`src/speed_select_map.vh`:
```
`ifndef SPEED_SELECT_MAP_VH
`define SPEED_SELECT_MAP_VH

// ****************************************************************
// Register byte offsets.
// ****************************************************************
`define OFS_CONTROL        12'h000
`define OFS_INCH_FREQ      12'h004
`define OFS_INCH_RAMP      12'h008
`define OFS_TERM_FUNC      12'h00c
`define OFS_STATUS         12'h010
`define OFS_RAMP_REF       12'h014
`define OFS_PRESET_BASE    12'h040
`define OFS_PRESET_LAST    12'h078

// ****************************************************************
// Control register fields.
// ****************************************************************
`define CTL_MODE_LSB       0
`define CTL_MODE_MSB       2
`define CTL_REMOTE_LSB     4
`define CTL_REMOTE_MSB     5

// ****************************************************************
// Operation mode and remote selection values.
// ****************************************************************
`define MODE_SWITCHABLE    3'h0
`define MODE_PANEL         3'h1
`define MODE_EXTERNAL      3'h2
`define MODE_COMBINED_A    3'h3
`define MODE_COMBINED_B    3'h4
`define REMOTE_PRESET      2'h0
`define REMOTE_STORE       2'h1
`define REMOTE_NO_STORE    2'h2
`define REMOTE_CLEAR_STOP  2'h3

// ****************************************************************
// Terminal function codes.
// ****************************************************************
`define FUNC_LOW           4'h0
`define FUNC_MIDDLE        4'h1
`define FUNC_HIGH          4'h2
`define FUNC_JOG           4'h5
`define FUNC_EXTRA         4'h8

// ****************************************************************
// Frequency units of 0.1 Hz, times of 0.1 s, and reset values.
// ****************************************************************
`define PRESET_UNUSED      16'h270f
`define FREQ_MAX           16'h0fa0
`define RAMP_MAX           16'h8ca0
`define RST_HIGH           16'h0258
`define RST_MIDDLE         16'h012c
`define RST_LOW            16'h0064
`define RST_INCH_FREQ      16'h0032
`define RST_INCH_RAMP      16'h0005
`define RST_RAMP_REF       16'h0258
`define RST_TERM_FUNC      20'h85210
`define RST_CONTROL        32'h00000000

// ****************************************************************
// Command source codes shown in status.
// ****************************************************************
`define SRC_NONE           3'h0
`define SRC_JOG            3'h1
`define SRC_PRESET         3'h2
`define SRC_CURRENT        3'h3
`define SRC_VOLTAGE        3'h4

`endif

```
`src/function_match.v`:
```
`include "speed_select_map.vh"

// ****************************************************************
// Terminal function decoder.
// ****************************************************************
module function_match #(
  parameter [3:0] CODE = 4'h0
) (
  input  wire [19:0] term_func,
  input  wire [4:0]  term_in,
  output wire        active
);

  // A function is active when any terminal carrying its code is on.
  assign active = ((term_func[3:0]   == CODE) & term_in[0]) |
                  ((term_func[7:4]   == CODE) & term_in[1]) |
                  ((term_func[11:8]  == CODE) & term_in[2]) |
                  ((term_func[15:12] == CODE) & term_in[3]) |
                  ((term_func[19:16] == CODE) & term_in[4]);

endmodule

```
`src/preset_speed_and_jog_select.v`:
```
// Added by the designer: the placing of the registers and the APB interface to the registers.
`include "speed_select_map.vh"

// What this block does
// - Several of high, middle, low active with their combination preset unused: lowest-ranked active input wins.
// - Presets four to fifteen come from combinations of four select inputs.
// - A preset holding 9999 is not selected and never becomes a frequency.
// - Extra input alone with preset eight unused runs at low speed.
// - Terminal codes: 0 low, 8 extra, 1 middle, 2 high.
// - Priority: jog, presets, current analog input, voltage analog input.
// - Presets act only in switchable, external or combined operation modes.
// - Nonzero remote selection disables preset selection.
// - With jog selected, forward and reverse start inputs start and stop jog.
// - Jog runs at the inching frequency, 0 to 400 Hz, default 5 Hz.
// - Jog uses one ramp time for both directions, default 0.5 s.
// - Panel jog runs only while the run key is held.
// - During jog the second ramp selection is ignored; other second functions stay.
// - Operation mode 3 disables jog entirely.
// - Mode 4: panel run or unit forward/reverse keys start, stop key stops.
// - Remote selection: 0 presets, 1 stored, 2 unstored, 3 cleared at stop.
// - Presets four to fifteen carry no precedence among themselves.
// - High, middle, low alone select 60, 30 and 10 Hz defaults.
// - Remote selection 1 to 3 turns high, middle, low into up, down, clear.
module preset_speed_and_jog_select (
  input  wire        pclk,
  input  wire        presetn,
  input  wire        psel,
  input  wire        penable,
  input  wire        pwrite,
  input  wire [11:0] paddr,
  input  wire [31:0] pwdata,
  output reg  [31:0] prdata,
  output reg         pready,
  output reg         pslverr,
  input  wire [4:0]  terminal_in,
  input  wire        forward_start_input,
  input  wire        reverse_start_input,
  input  wire        second_function_select,
  input  wire        panel_jog_mode,
  input  wire        panel_run_key,
  input  wire        panel_stop_key,
  input  wire        unit_forward_key,
  input  wire        unit_reverse_key,
  input  wire        current_input_valid,
  input  wire [15:0] current_input_freq,
  input  wire        voltage_input_valid,
  input  wire [15:0] voltage_input_freq,
  output reg  [15:0] frequency_reference,
  output reg  [2:0]  command_source,
  output reg         run_command,
  output reg         run_reverse,
  output reg         jog_running,
  output reg  [15:0] ramp_time,
  output reg  [15:0] ramp_reference,
  output reg         second_ramp_select,
  output reg         second_function_other,
  output reg         remote_increase,
  output reg         remote_decrease,
  output reg         remote_clear,
  output reg         remote_store_enable
);

  // ****************************************************************
  // Register storage.
  // ****************************************************************
  reg  [31:0] control;
  reg  [15:0] inching_frequency;
  reg  [15:0] inching_ramp_time;
  reg  [15:0] ramp_ref_freq;
  reg  [19:0] term_func;
  reg  [15:0] preset [0:14];
  reg         combined_run;
  reg         start_seen;
  integer     i;

  wire [2:0]  operation_mode_selection  = control[`CTL_MODE_MSB:`CTL_MODE_LSB];
  wire [1:0]  remote_function_selection = control[`CTL_REMOTE_MSB:`CTL_REMOTE_LSB];

  // ****************************************************************
  // Terminal function decode.
  // ****************************************************************
  wire low_speed_select_input;
  wire middle_speed_select_input;
  wire high_speed_select_input;
  wire extra_speed_select_input;
  wire jog_select_input;

  // Each function is found by its code on any assignable terminal.
  function_match #(.CODE(`FUNC_LOW)) u_low (
    .term_func (term_func),
    .term_in   (terminal_in),
    .active    (low_speed_select_input)
  );
  function_match #(.CODE(`FUNC_MIDDLE)) u_middle (
    .term_func (term_func),
    .term_in   (terminal_in),
    .active    (middle_speed_select_input)
  );
  function_match #(.CODE(`FUNC_HIGH)) u_high (
    .term_func (term_func),
    .term_in   (terminal_in),
    .active    (high_speed_select_input)
  );
  function_match #(.CODE(`FUNC_EXTRA)) u_extra (
    .term_func (term_func),
    .term_in   (terminal_in),
    .active    (extra_speed_select_input)
  );
  function_match #(.CODE(`FUNC_JOG)) u_jog (
    .term_func (term_func),
    .term_in   (terminal_in),
    .active    (jog_select_input)
  );

  // ****************************************************************
  // Preset speed selection.
  // ****************************************************************
  wire [3:0]  combo = {extra_speed_select_input, high_speed_select_input,
                       middle_speed_select_input, low_speed_select_input};
  reg  [3:0]  table_index;
  reg         table_hit;
  reg  [15:0] table_value;
  reg  [15:0] basic_value;
  reg         basic_hit;
  reg  [15:0] preset_value;
  reg         preset_hit;

  // Fixed table from input combination to preset slot; slot 15 means none.
  always @* begin
    case (combo)
      4'h1:    table_index = 4'h2;
      4'h2:    table_index = 4'h1;
      4'h4:    table_index = 4'h0;
      4'h3:    table_index = 4'h3;
      4'h5:    table_index = 4'h4;
      4'h6:    table_index = 4'h5;
      4'h7:    table_index = 4'h6;
      4'h8:    table_index = 4'h7;
      4'h9:    table_index = 4'h8;
      4'ha:    table_index = 4'h9;
      4'hb:    table_index = 4'ha;
      4'hc:    table_index = 4'hb;
      4'hd:    table_index = 4'hc;
      4'he:    table_index = 4'hd;
      4'hf:    table_index = 4'he;
      default: table_index = 4'hf;
    endcase
  end

  // The table gives exactly one slot; unused slots fall back to the basic three.
  always @* begin
    table_value = 16'h0000;
    table_hit   = 1'b0;
    if (table_index != 4'hf) begin
      table_value = preset[table_index];
      table_hit   = (table_value != `PRESET_UNUSED);
    end
  end

  // The lowest-ranked active basic input wins; extra alone falls to low speed.
  always @* begin
    basic_hit   = 1'b1;
    basic_value = 16'h0000;
    if (low_speed_select_input)         basic_value = preset[2];
    else if (middle_speed_select_input) basic_value = preset[1];
    else if (high_speed_select_input)   basic_value = preset[0];
    else if (extra_speed_select_input)  basic_value = preset[2];
    else                                basic_hit   = 1'b0;
  end

  // Presets apply only with remote setting off and outside the panel mode; the mode field
  // is limited to 0 to 4 on write, so every other mode is an external style one.
  always @* begin
    preset_value = table_hit ? table_value : basic_value;
    preset_hit   = (table_hit | basic_hit) &
                   (operation_mode_selection != `MODE_PANEL) &
                   (remote_function_selection == `REMOTE_PRESET);
  end

  // ****************************************************************
  // Jog and start decisions.
  // ****************************************************************
  wire start_any  = forward_start_input | reverse_start_input;
  wire mode_jog_ok = (operation_mode_selection != `MODE_COMBINED_A);
  wire ext_jog    = mode_jog_ok & jog_select_input & start_any &
                    (operation_mode_selection != `MODE_PANEL);
  wire panel_jog  = mode_jog_ok & panel_jog_mode & panel_run_key &
                    (operation_mode_selection == `MODE_PANEL |
                     operation_mode_selection == `MODE_SWITCHABLE);
  wire jog_now    = ext_jog | panel_jog;
  wire panel_start = panel_run_key | unit_forward_key | unit_reverse_key;

  reg         next_combined_run;

  // In mode 4 the panel keys latch a run that the stop key ends.
  always @* begin
    next_combined_run = combined_run;
    if (operation_mode_selection != `MODE_COMBINED_B) begin
      next_combined_run = 1'b0;
    end else if (panel_stop_key) begin
      next_combined_run = 1'b0;
    end else if (panel_start) begin
      next_combined_run = 1'b1;
    end
  end

  // ****************************************************************
  // Frequency command arbitration.
  // ****************************************************************
  reg  [15:0] next_freq;
  reg  [2:0]  next_source;

  // Fixed priority order among the external frequency commands.
  always @* begin
    if (jog_now) begin
      next_freq   = inching_frequency;
      next_source = `SRC_JOG;
    end else if (preset_hit) begin
      next_freq   = preset_value;
      next_source = `SRC_PRESET;
    end else if (current_input_valid) begin
      next_freq   = current_input_freq;
      next_source = `SRC_CURRENT;
    end else if (voltage_input_valid) begin
      next_freq   = voltage_input_freq;
      next_source = `SRC_VOLTAGE;
    end else begin
      next_freq   = 16'h0000;
      next_source = `SRC_NONE;
    end
  end

  // ****************************************************************
  // Registered outputs towards the ramp generator.
  // ****************************************************************
  always @(posedge pclk or negedge presetn) begin
    if (!presetn) begin
      frequency_reference   <= 16'h0000;
      command_source        <= `SRC_NONE;
      run_command           <= 1'b0;
      run_reverse           <= 1'b0;
      jog_running           <= 1'b0;
      ramp_time             <= 16'h0000;
      ramp_reference        <= 16'h0000;
      second_ramp_select    <= 1'b0;
      second_function_other <= 1'b0;
      remote_increase       <= 1'b0;
      remote_decrease       <= 1'b0;
      remote_clear          <= 1'b0;
      remote_store_enable   <= 1'b0;
      combined_run          <= 1'b0;
      start_seen            <= 1'b0;
    end else begin
      frequency_reference   <= next_freq;
      command_source        <= next_source;
      combined_run          <= next_combined_run;
      start_seen            <= start_any;
      jog_running           <= jog_now;
      run_command           <= jog_now | next_combined_run |
                               (start_any & operation_mode_selection != `MODE_PANEL);
      run_reverse           <= reverse_start_input & ~forward_start_input & (operation_mode_selection != `MODE_PANEL);
      ramp_time             <= jog_now ? inching_ramp_time : 16'h0000;
      ramp_reference        <= ramp_ref_freq;
      second_ramp_select    <= second_function_select & ~jog_now;
      second_function_other <= second_function_select;
      // Remote setting reuses the basic inputs as up, down and clear.
      if (remote_function_selection != `REMOTE_PRESET && !jog_now) begin
        remote_increase     <= high_speed_select_input;
        remote_decrease     <= middle_speed_select_input;
        remote_clear        <= low_speed_select_input |
                               (remote_function_selection == `REMOTE_CLEAR_STOP &
                                start_seen & ~start_any);
      end else begin
        remote_increase     <= 1'b0;
        remote_decrease     <= 1'b0;
        remote_clear        <= 1'b0;
      end
      remote_store_enable   <= (remote_function_selection == `REMOTE_STORE);
    end
  end

  // ****************************************************************
  // APB slave.
  // ****************************************************************
  wire        setup_phase = psel & ~penable;
  wire        write_now   = psel & penable & pready & pwrite;
  wire        in_presets  = (paddr >= `OFS_PRESET_BASE) & (paddr <= `OFS_PRESET_LAST) &
                            (paddr[1:0] == 2'h0);
  wire [11:0] preset_ofs  = paddr - `OFS_PRESET_BASE;
  reg  [31:0] read_word;
  reg         mapped;

  // Read mux and address decode; unmapped addresses answer with an error.
  always @* begin
    mapped    = 1'b1;
    read_word = 32'h00000000;
    if (in_presets) begin
      read_word = {16'h0000, preset[preset_ofs[5:2]]};
    end else begin
      case (paddr)
        `OFS_CONTROL:   read_word = control;
        `OFS_INCH_FREQ: read_word = {16'h0000, inching_frequency};
        `OFS_INCH_RAMP: read_word = {16'h0000, inching_ramp_time};
        `OFS_TERM_FUNC: read_word = {12'h000, term_func};
        `OFS_STATUS:    read_word = {8'h00, run_reverse, run_command, jog_running,
                                     2'h0, command_source, frequency_reference};
        `OFS_RAMP_REF:  read_word = {16'h0000, ramp_ref_freq};
        default:        mapped    = 1'b0;
      endcase
    end
  end

  // Answer is prepared in the setup cycle so the access phase ends at once.
  always @(posedge pclk or negedge presetn) begin
    if (!presetn) begin
      pready  <= 1'b0;
      pslverr <= 1'b0;
      prdata  <= 32'h00000000;
    end else begin
      pready  <= setup_phase;
      pslverr <= setup_phase & ~mapped;
      prdata  <= (setup_phase & ~pwrite & mapped) ? read_word : 32'h00000000;
    end
  end

  // Register writes; frequencies and times beyond range are limited.
  always @(posedge pclk or negedge presetn) begin
    if (!presetn) begin
      control           <= `RST_CONTROL;
      inching_frequency <= `RST_INCH_FREQ;
      inching_ramp_time <= `RST_INCH_RAMP;
      ramp_ref_freq     <= `RST_RAMP_REF;
      term_func         <= `RST_TERM_FUNC;
      preset[0]         <= `RST_HIGH;
      preset[1]         <= `RST_MIDDLE;
      preset[2]         <= `RST_LOW;
      for (i = 3; i < 15; i = i + 1) begin
        preset[i]       <= `PRESET_UNUSED;
      end
    end else if (write_now && mapped) begin
      if (in_presets) begin
        if (pwdata[15:0] == `PRESET_UNUSED && preset_ofs[5:2] > 4'h2) begin
          preset[preset_ofs[5:2]] <= `PRESET_UNUSED;
        end else if (pwdata[15:0] > `FREQ_MAX) begin
          preset[preset_ofs[5:2]] <= `FREQ_MAX;
        end else begin
          preset[preset_ofs[5:2]] <= pwdata[15:0];
        end
      end else begin
        case (paddr)
          `OFS_CONTROL:   control <= {26'h0, pwdata[`CTL_REMOTE_MSB:`CTL_REMOTE_LSB], 1'b0,
                                     (pwdata[2:0] > `MODE_COMBINED_B) ? `MODE_COMBINED_B : pwdata[2:0]};
          `OFS_INCH_FREQ: inching_frequency <= (pwdata[15:0] > `FREQ_MAX) ? `FREQ_MAX : pwdata[15:0];
          `OFS_INCH_RAMP: inching_ramp_time <= (pwdata[15:0] > `RAMP_MAX) ? `RAMP_MAX : pwdata[15:0];
          `OFS_TERM_FUNC: term_func <= pwdata[19:0];
          `OFS_RAMP_REF:  ramp_ref_freq <= (pwdata[15:0] > `FREQ_MAX) ? `FREQ_MAX : pwdata[15:0];
          default:        term_func <= term_func;
        endcase
      end
    end
  end

endmodule

```
`config.mk`:
```
export PLATFORM = sky130hd
export DESIGN_NAME = preset_speed_and_jog_select
export DESIGN_NICKNAME = d
export VERILOG_FILES = /design/src/function_match.v /design/src/preset_speed_and_jog_select.v
export VERILOG_INCLUDE_DIRS = /design/src
export SDC_FILE = /design/constraint.sdc
export NUM_CORES = 1
export LEC_CHECK = 0
export BUFFER_PORTS_ARGS = -buffer_cell sky130_fd_sc_hd__buf_2
export CORE_MARGIN = 1.5
export CORE_UTILIZATION = 41
export CTS_CLUSTER_SIZE = 12
export DETAILED_ROUTE_END_ITERATION = 10
export GPL_TIMING_DRIVEN = 0
export PLACE_DENSITY = 0.58
export RECOVER_POWER = 100
export SLEW_MARGIN = 10
export SYNTH_ARGS = -nofsm -noshare
export SYNTH_HDL_FRONTEND = slang
export SYNTH_SLANG_ARGS = --single-unit
```
`constraint.sdc`:
```
create_clock -name pclk -period 10.5 [get_ports pclk]
set_input_delay 0.525 -clock pclk [delete_from_list [all_inputs] [get_ports pclk]]
set_output_delay 0.525 -clock pclk [all_outputs]
set_load 0.02 [all_outputs]
```
==> metrics.txt, run 1 <==
outcome=finished, violations left; failing checks=capacitance limit, slew limit; root buffer cell=sky130_fd_sc_hd__clkbuf_16; Core Rows=just over 80; Vert. Die Dim=226 um; RSZ-0062 raised after global routing=false; Die Footprint=0.0513 mm2; number of warning messages in the yosys log=0; top cell type's share of synthesized area=0.341; crit end category=flip-flop; Mapped Cells=2015; worst path buffer plus inverter count=5; most area-consuming cells after synthesis=sky130_fd_sc_hd__dfrtp_1 (34%), sky130_fd_sc_hd__dfstp_2 (16%), sky130_fd_sc_hd__mux4_2 (7.8%); total iterations of the first detailed-routing run=6; number of buffers on the longest clock path=3; DR iter-0 viols=around 2300; Final Hold Fails=0; Max-Slew Margin vs Limit=-2.14; overall die width=226 um; pin count of the biggest net entering global routing=~120; critical path start-end classification=flip-flop to flip-flop; Top delay family on crit path=compound AO/OA/AOI/OAI gates; most frequent cell after synthesis=sky130_fd_sc_hd__nand2_1; layout cell share with drive strength beyond 1=0.191; wire length of the first global-routing pass=between 100000 and 150000 um; average via count per standard cell=6.18; TritonCTS clock tree=built; sequence of cells on the critical path=nor4b_1, a22o_1, nor4_1, clkbuf_1, clkbuf_1, ha_1, a21boi_0, a21oi_1, buf_4, clkbuf_1, nand3_1, a21oi_1, o221ai_1, nor3b_1, nand4_1, nor3_1, nor2_1, clkbuf_1, o311a_1, o22ai_1; worst hold slack=0.0629 ns; post-cts repair resize count=0; share of synthesized registers carrying an async set or reset=1.00; post-CTS setup-driven buffer insertion count=0; max_cap viols=4; largest area contributor in the netlist=sky130_fd_sc_hd__dfrtp_1; cell seen most often among critical-path stages=sky130_fd_sc_hd__clkbuf_1; cts-stage hold buffer count=1; fraction of the core area covered by cells at the end of the flow=0.482; dpl hpwl=66200 um; critical path launch point type=flip-flop; Sink Count=400; Residual DRC=0; number of global-route vias before repair=17300; power density relative to cell area=150 mW/mm2; Port-buffer cells=166; CTS H-Tree Depth=2; initial antenna violation count=4; total length of routed wires=about 87000 um; total leakage power=slightly below 0.01 uW; I/O pin cnt=190; setup_tns=0 ns; routed len/inst=29.7 um; core footprint=0.0492 mm2; most frequently used flop master after synthesis=sky130_fd_sc_hd__dfrtp_1; total power after layout=roughly 3500 uW; Layout Area Growth over Synthesis=15.6%; Worst-Skew Late Latency=just under 0.6 ns; time the worst path needs with I/O delays and setup=about 8.9 ns; required time of the critical path=10.97 ns; number of pins with negative max-slew slack in the final report=293; EDFF count, synth=0; total overflow reported by the global router=0; global placement routability congestion=1.06; highest clock rate=112 MHz; share of the yosys chip area belonging to registers=0.496; starting utilization of the core area=0.417; ANT cells=0; syn avg cell area=10.2 um2; synth unique cells=84; number of buffers created by CTS=46; Least-Margin Pin Slew=4.71 ns; Register-to-Register Path Depth=20; stage delay of the slowest cell on the critical path=1.02 ns; first element of the critical path=term_func[9]; worst r2r src=term_func[9]; critical path depth=20; Final ANT Viol Nets=0; vias after detailed routing=18200; Worst Setup EP=frequency_reference[14]; number of flip-flops and latches in the synthesized netlist=400; Arr. time, crit path=9.38 ns; crit share post-route=0.849; worst reg2reg endpoint=frequency_reference[14]; register-to-register setup slack=approximately 1.6 ns; Slowest cell on crit path=sky130_fd_sc_hd__a21oi_1; final-stage net count=roughly 2300; leading post-synthesis cells by instance count=sky130_fd_sc_hd__nand2_1 (401), sky130_fd_sc_hd__dfrtp_1 (279), sky130_fd_sc_hd__o21ai_0 (272); post-route clock skew=approximately 0.016 ns; maximum vdd ir drop=about 0.11 mV; final setup fails=0; type of the tightest min-delay check=input port to flip-flop; critical path peak fanout=13; Clock transition at path regs=roughly 0.060 ns; all-layer global routing usage=0.342; summed instance area of the synthesized netlist=between 0.02 and 0.025 mm2
==> per-layer routing <==
metal | GRT usage | part of all wire
met1 | 0.455 | 0.40
met3 | 0.0654 | 0.093
met4 | 0.195 | 0.064
met5 | 0 | 0
met2 | 0.525 | 0.44
==> cells in the final DEF (no fill, tap or decap), types with 13 or more instances in the layout <==
master                      count
sky130_fd_sc_hd__nand2b_1      13
sky130_fd_sc_hd__mux4_2        71
sky130_fd_sc_hd__a21oi_1       36
sky130_fd_sc_hd__dfrtp_1      279
sky130_fd_sc_hd__mux2i_1       81
sky130_fd_sc_hd__or3_1         19
sky130_fd_sc_hd__nand4_1       14
sky130_fd_sc_hd__and3_1        19
sky130_fd_sc_hd__buf_4         14
sky130_fd_sc_hd__nand3_1       56
sky130_fd_sc_hd__nand2_1      401
sky130_fd_sc_hd__a31oi_1       16
sky130_fd_sc_hd__and2_0        47
sky130_fd_sc_hd__a22oi_1       36
sky130_fd_sc_hd__a22o_1        31
sky130_fd_sc_hd__dfstp_2      116
sky130_fd_sc_hd__clkbuf_16     47
sky130_fd_sc_hd__nor2_1        68
sky130_fd_sc_hd__and2_1        34
sky130_fd_sc_hd__clkbuf_1     225
sky130_fd_sc_hd__o21ai_0      272
sky130_fd_sc_hd__mux2_2        33
sky130_fd_sc_hd__buf_2         89
sky130_fd_sc_hd__nor3_1        18
==> logic make-up after synthesis <==
group,share of synthesized area
AOI/OAI and AO/OA,0.156
adders and majority gates,0.00367
buffers and inverters,0.0361
DFF,0.496
muxes,0.137
other,0.000183
and+or+nand+nor,0.171
==> area by class of cell <==
cell class	count	area [um2]
Buffer	159	686
Clock buffer	69	1370
Clock inverter	16	214
Fill cell	4693	25500
Inverter	13	48.8
Multi-Input combinational cell	1451	9580
Sequential cell	400	10200
Tap cell	664	831
Timing Repair Buffer	172	778
==> metrics by stage <==
stage	instance area, um2	setup WS (ns)	instances
2_1_floorplan	20500	5.54	2023
4_1_cts	23900	3.32	2944
3_3_place_gp	22200	1.15	2853
3_5_place_dp	22300	3.20	2858
6_report	23700	1.59	2944
5_1_grt	23700	1.49	2944
==> worst min path at each step <==
stage | start | to | slack [ns] | cells after the start
after floorplan | presetn | combined_run | 0.23 | 0
after global placement | ramp_ref_freq[14] | ramp_reference[14] | 0.39 | 0
after detailed placement | ramp_ref_freq[12] | ramp_reference[12] | 0.39 | 0
after CTS | second_function_select | second_function_other | 0.04 | 1
after global routing | second_function_select | second_function_other | 0.06 | 1
final | second_function_select | second_function_other | 0.06 | 1
==> worst reg2reg max path, stage by stage, from the launching register on <==
cell and delay (ns):
sky130_fd_sc_hd__dfstp_1 0.69, sky130_fd_sc_hd__nor4b_1 0.13, sky130_fd_sc_hd__a22o_1 0.25, sky130_fd_sc_hd__nor4_1 0.69
sky130_fd_sc_hd__clkbuf_1 0.52, sky130_fd_sc_hd__clkbuf_1 0.60, sky130_fd_sc_hd__ha_1 0.35, sky130_fd_sc_hd__a21boi_0 0.16
sky130_fd_sc_hd__a21oi_1 1.02, sky130_fd_sc_hd__buf_4 0.40, sky130_fd_sc_hd__clkbuf_1 0.85, sky130_fd_sc_hd__nand3_1 0.15
sky130_fd_sc_hd__a21oi_1 0.55, sky130_fd_sc_hd__o221ai_1 0.42, sky130_fd_sc_hd__nor3b_1 0.28, sky130_fd_sc_hd__nand4_1 0.14
sky130_fd_sc_hd__nor3_1 0.41, sky130_fd_sc_hd__nor2_1 0.22, sky130_fd_sc_hd__clkbuf_1 0.26, sky130_fd_sc_hd__o311a_1 0.41
sky130_fd_sc_hd__o22ai_1 0.26
==> registers in the layout, indices dropped and copies added, names as in the netlist, 3 cells and up <==
name,count
preset,240
inching_frequency,16
frequency_reference,16
prdata,23
ramp_reference,16
ramp_ref_freq,16
control,5
inching_ramp_time,16
term_func,20
command_source,3
ramp_time,16
==> power by group <==
part | switching [uW] | total (uW) | internal [uW]
logic | 217 | 295 | 78.3
clock network | 662 | 1680 | 1020
registers | 6.99 | 1560 | 1550
total | 886 | 3540 | 2650
Note: power is estimated with default switching activity, not from simulation.
==> run 2: changes to the inputs <==
- ABC_AREA: unset -> 1
- PLACE_DENSITY: 0.58 -> 0.59
- clock period: 10.5 -> 8 ns (I/O delays scaled with it)
==> run 2 against run 1 <==
  * Routed wire length up 41%
  * Flip-flop and latch count stayed put
  * First-iteration DRC count is 40% higher
  * Cell area grew 10%
  * Register-to-register slack lost 0.66 ns
  * Largest power group unchanged
  * Non-clock buffer count rose by 12
  * The flow still finishes with violations (capacitance limit, slew limit)
  * Sequential share of layout area decreased by 4.0 points
  * Global-route usage rose by 8.5 points
==> metrics.txt, run 2 <==
vias after detailed routing=~25000; cell seen most often among critical-path stages=sky130_fd_sc_hd__nand2_1; Sink Count=400; Layout Area Growth over Synthesis=15.1%; Slowest cell on crit path=sky130_fd_sc_hd__clkbuf_1; syn avg cell area=around 7.6 um2; total length of routed wires=123000 um; DR iter-0 viols=3239; Final Hold Fails=0; Die Footprint=0.0567 mm2; pin count of the biggest net entering global routing=100; most used cells in the layout excluding fill and tap cells=sky130_fd_sc_hd__nand2_1 (558), sky130_fd_sc_hd__inv_1 (424), sky130_fd_sc_hd__nand3_1 (408); critical path depth=30; crit end category=flip-flop; post-CTS setup-driven buffer insertion count=0; Residual DRC=0; area fraction in compound gates after synthesis=0.183; starting utilization of the core area=0.418; critical path peak fanout=13; Clock transition at path regs=about 0.060 ns; Least-Margin Pin Slew=4.18 ns; relative contribution of the clock network to total power=0.497; CTS H-Tree Depth=2; first element of the critical path=term_func[9]; worst r2r src=term_func[9]; most common library cell in the layout ignoring fill and taps=sky130_fd_sc_hd__nand2_1; Port-buffer cells=~170; leading post-synthesis cells by instance count=sky130_fd_sc_hd__nand2_1 (555), sky130_fd_sc_hd__inv_1 (422), sky130_fd_sc_hd__nand3_1 (407); final-stage net count=3331; global placement routability congestion=1.06; worst reg2reg endpoint=frequency_reference[12]; net switching power=1280 uW; all-layer global routing usage=0.427; dpl hpwl=93100 um; summed instance area of the synthesized netlist=approximately 0.023 mm2; Arr. time, crit path=7.62 ns; EDFF count, synth=0; worst path buffer plus inverter count=7; max_cap viols=8; largest area contributor in the netlist=sky130_fd_sc_hd__dfrtp_1; largest family of logic cells by synthesized area=simple AND/OR/NAND/NOR gates; synth unique cells=57; Largest register FFs=240; number of global-route vias before repair=23500; most frequent cell after synthesis=sky130_fd_sc_hd__nand2_1; simple-gate share of the synthesized area=0.254; cts-stage hold buffer count=5; number of pins with negative max-slew slack in the final report=about 360; time the worst path needs with I/O delays and setup=around 7.1 ns; required time of the critical path=8.55 ns; final instance area=0.0261 mm2; Worst-Skew Late Latency=~0.62 ns; total iterations of the first detailed-routing run=6; Final ANT Viol Nets=0; Core Rows=between 80 and 90; Worst Setup EP=frequency_reference[12]; Cell Int Power=3540 uW; cell area after placement=0.0246 mm2; total leakage power=0.0123 uW; top cell type's share of synthesized area=0.308; total overflow reported by the global router=0; routed len/inst=31.0 um; number of flip-flops and latches in the synthesized netlist=400; net switching share of the total power=0.266; root buffer cell=sky130_fd_sc_hd__clkbuf_16; share of the yosys chip area belonging to registers=0.448; TritonCTS clock tree=built; final std cells w/o fill=3967; number of buffers created by CTS=47; highest clock rate=141 MHz; outcome=finished, violations left; Seq pwr share=0.425; power density relative to cell area=185 mW/mm2; portion of total power attributed to combinational logic=0.077; Top delay family on crit path=simple AND/OR/NAND/NOR gates; number of buffers on the longest clock path=3; overall die width=238 um; Max-Slew Margin vs Limit=-1.79; fraction of the core area covered by cells at the end of the flow=0.481; RSZ-0062 raised after global routing=false; Most flops, register=preset; crit share post-route=0.883; core footprint=0.0542 mm2; share of synthesized registers carrying an async set or reset=1.00; critical path start-end classification=flip-flop to flip-flop; stage delay of the slowest cell on the critical path=a little over 0.7 ns; register-to-register setup slack=0.93 ns; layout cell share with drive strength beyond 1=0.116; initial antenna violation count=7; number of warning messages in the yosys log=0; worst hold slack=0.0126 ns; post-route clock skew=around 0.015 ns; Mapped Cells=between 2000 and 3000; Vert. Die Dim=238 um; multiplexer share of the synthesized area=0.00397; critical path launch point type=flip-flop; I/O pin cnt=190; xor-xnor portion of the synthesized cell area=0; maximum vdd ir drop=0.168 mV; top flop regs=preset x240, prdata x23, term_func x20; total placed cells including tap cells=3871; type of the tightest min-delay check=input port to flip-flop; final setup fails=0; most frequently used flop master after synthesis=sky130_fd_sc_hd__dfrtp_1; number of fill cells=between 5000 and 6000; post-cts repair resize count=0; average via count per standard cell=6.28; Register-to-Register Path Depth=30; wire length of the first global-routing pass=171000 um; Adder-Cell Fraction of Synth Area=0.00331; most area-consuming cells after synthesis=sky130_fd_sc_hd__dfrtp_1 (31%), sky130_fd_sc_hd__dfstp_2 (14%), sky130_fd_sc_hd__nand2_1 (9.2%); failing checks=capacitance limit, slew limit
[run 2: stage by stage]
stage | setup WS (ns) | total power, uW | TNS [ns]
6_report | 0.932 | 4820 | 0
2_1_floorplan | 4.30 | 2230 | 0
5_1_grt | 0.879 | 4900 | 0
3_3_place_gp | -1.63 | 2440 | -428.90
4_1_cts | 2.10 | 4810 | 0
3_5_place_dp | 2.14 | 2450 | 0
[run 2: metal layers]
metal | routed length (um) | share of wire | vias to the layer above | track usage
li1 | - | - | 10600 | -
met1 | 47200 | 0.38 | 12100 | 0.548
met2 | 51600 | 0.42 | 1773 | 0.623
met3 | 13400 | 0.11 | 415 | 0.0984
met4 | 10800 | 0.087 | 6 | 0.331
met5 | 82 | 0.00067 | - | 0
[run 2: cells by family after synthesis]
kind of cell,Yosys count
other cells,1
fa+ha+maj,6
simple gates,1318
flops,400
mux,8
buf+inv,606
compound gates,654
[run 2: final cells by class]
cell class              instances  area [um2]  area share
clock inverters                27         410      0.0157
repair buffers                179         843      0.0323
diodes                          3        7.51    0.000288
flip-flops and latches        400       10200       0.389
inverters                     442        1660      0.0637
multi-input cells            1995       10100       0.387
plain buffers                 164         769      0.0295
well taps                     696         871      0.0334
clock buffers                  61        1270      0.0486
[run 2: power groups by stage]
| stage | sequential, uW | clock, uW | combinational [uW] |
|---|---|---|---|
| 3_3_place_gp | 2090 | 0 | 353 |
| 2_1_floorplan | 2090 | 0 | 138 |
| 4_1_cts | 2050 | 2400 | 365 |
| 3_5_place_dp | 2090 | 0 | 363 |
| 6_report | 2050 | 2400 | 374 |
| 5_1_grt | 2050 | 2460 | 384 |
[run 2: worst min-delay path by stage]
stage / slack (ns) / cells after the start / startpoint / end
2_1_floorplan: 0.10 / 0 / presetn / combined_run
3_3_place_gp: 0.40 / 0 / ramp_ref_freq[1] / ramp_reference[1]
3_5_place_dp: 0.40 / 0 / ramp_ref_freq[13] / ramp_reference[13]
4_1_cts: 0.002 / 3 / reverse_start_input / run_reverse
5_1_grt: 0.04 / 3 / reverse_start_input / run_reverse
6_report: 0.01 / 3 / reverse_start_input / run_reverse
[run 2: worst register-to-register path: cells and delay by family, from the launching register on]
| kind | cells | cell delay, ns |
|---|---|---|
| simple gates | 21 | 3.41 |
| buf+inv | 7 | 2.47 |
| compound gates | 1 | 0.15 |
| flops | 1 | 0.70 |
| fa+ha+maj | 1 | 0.26 |
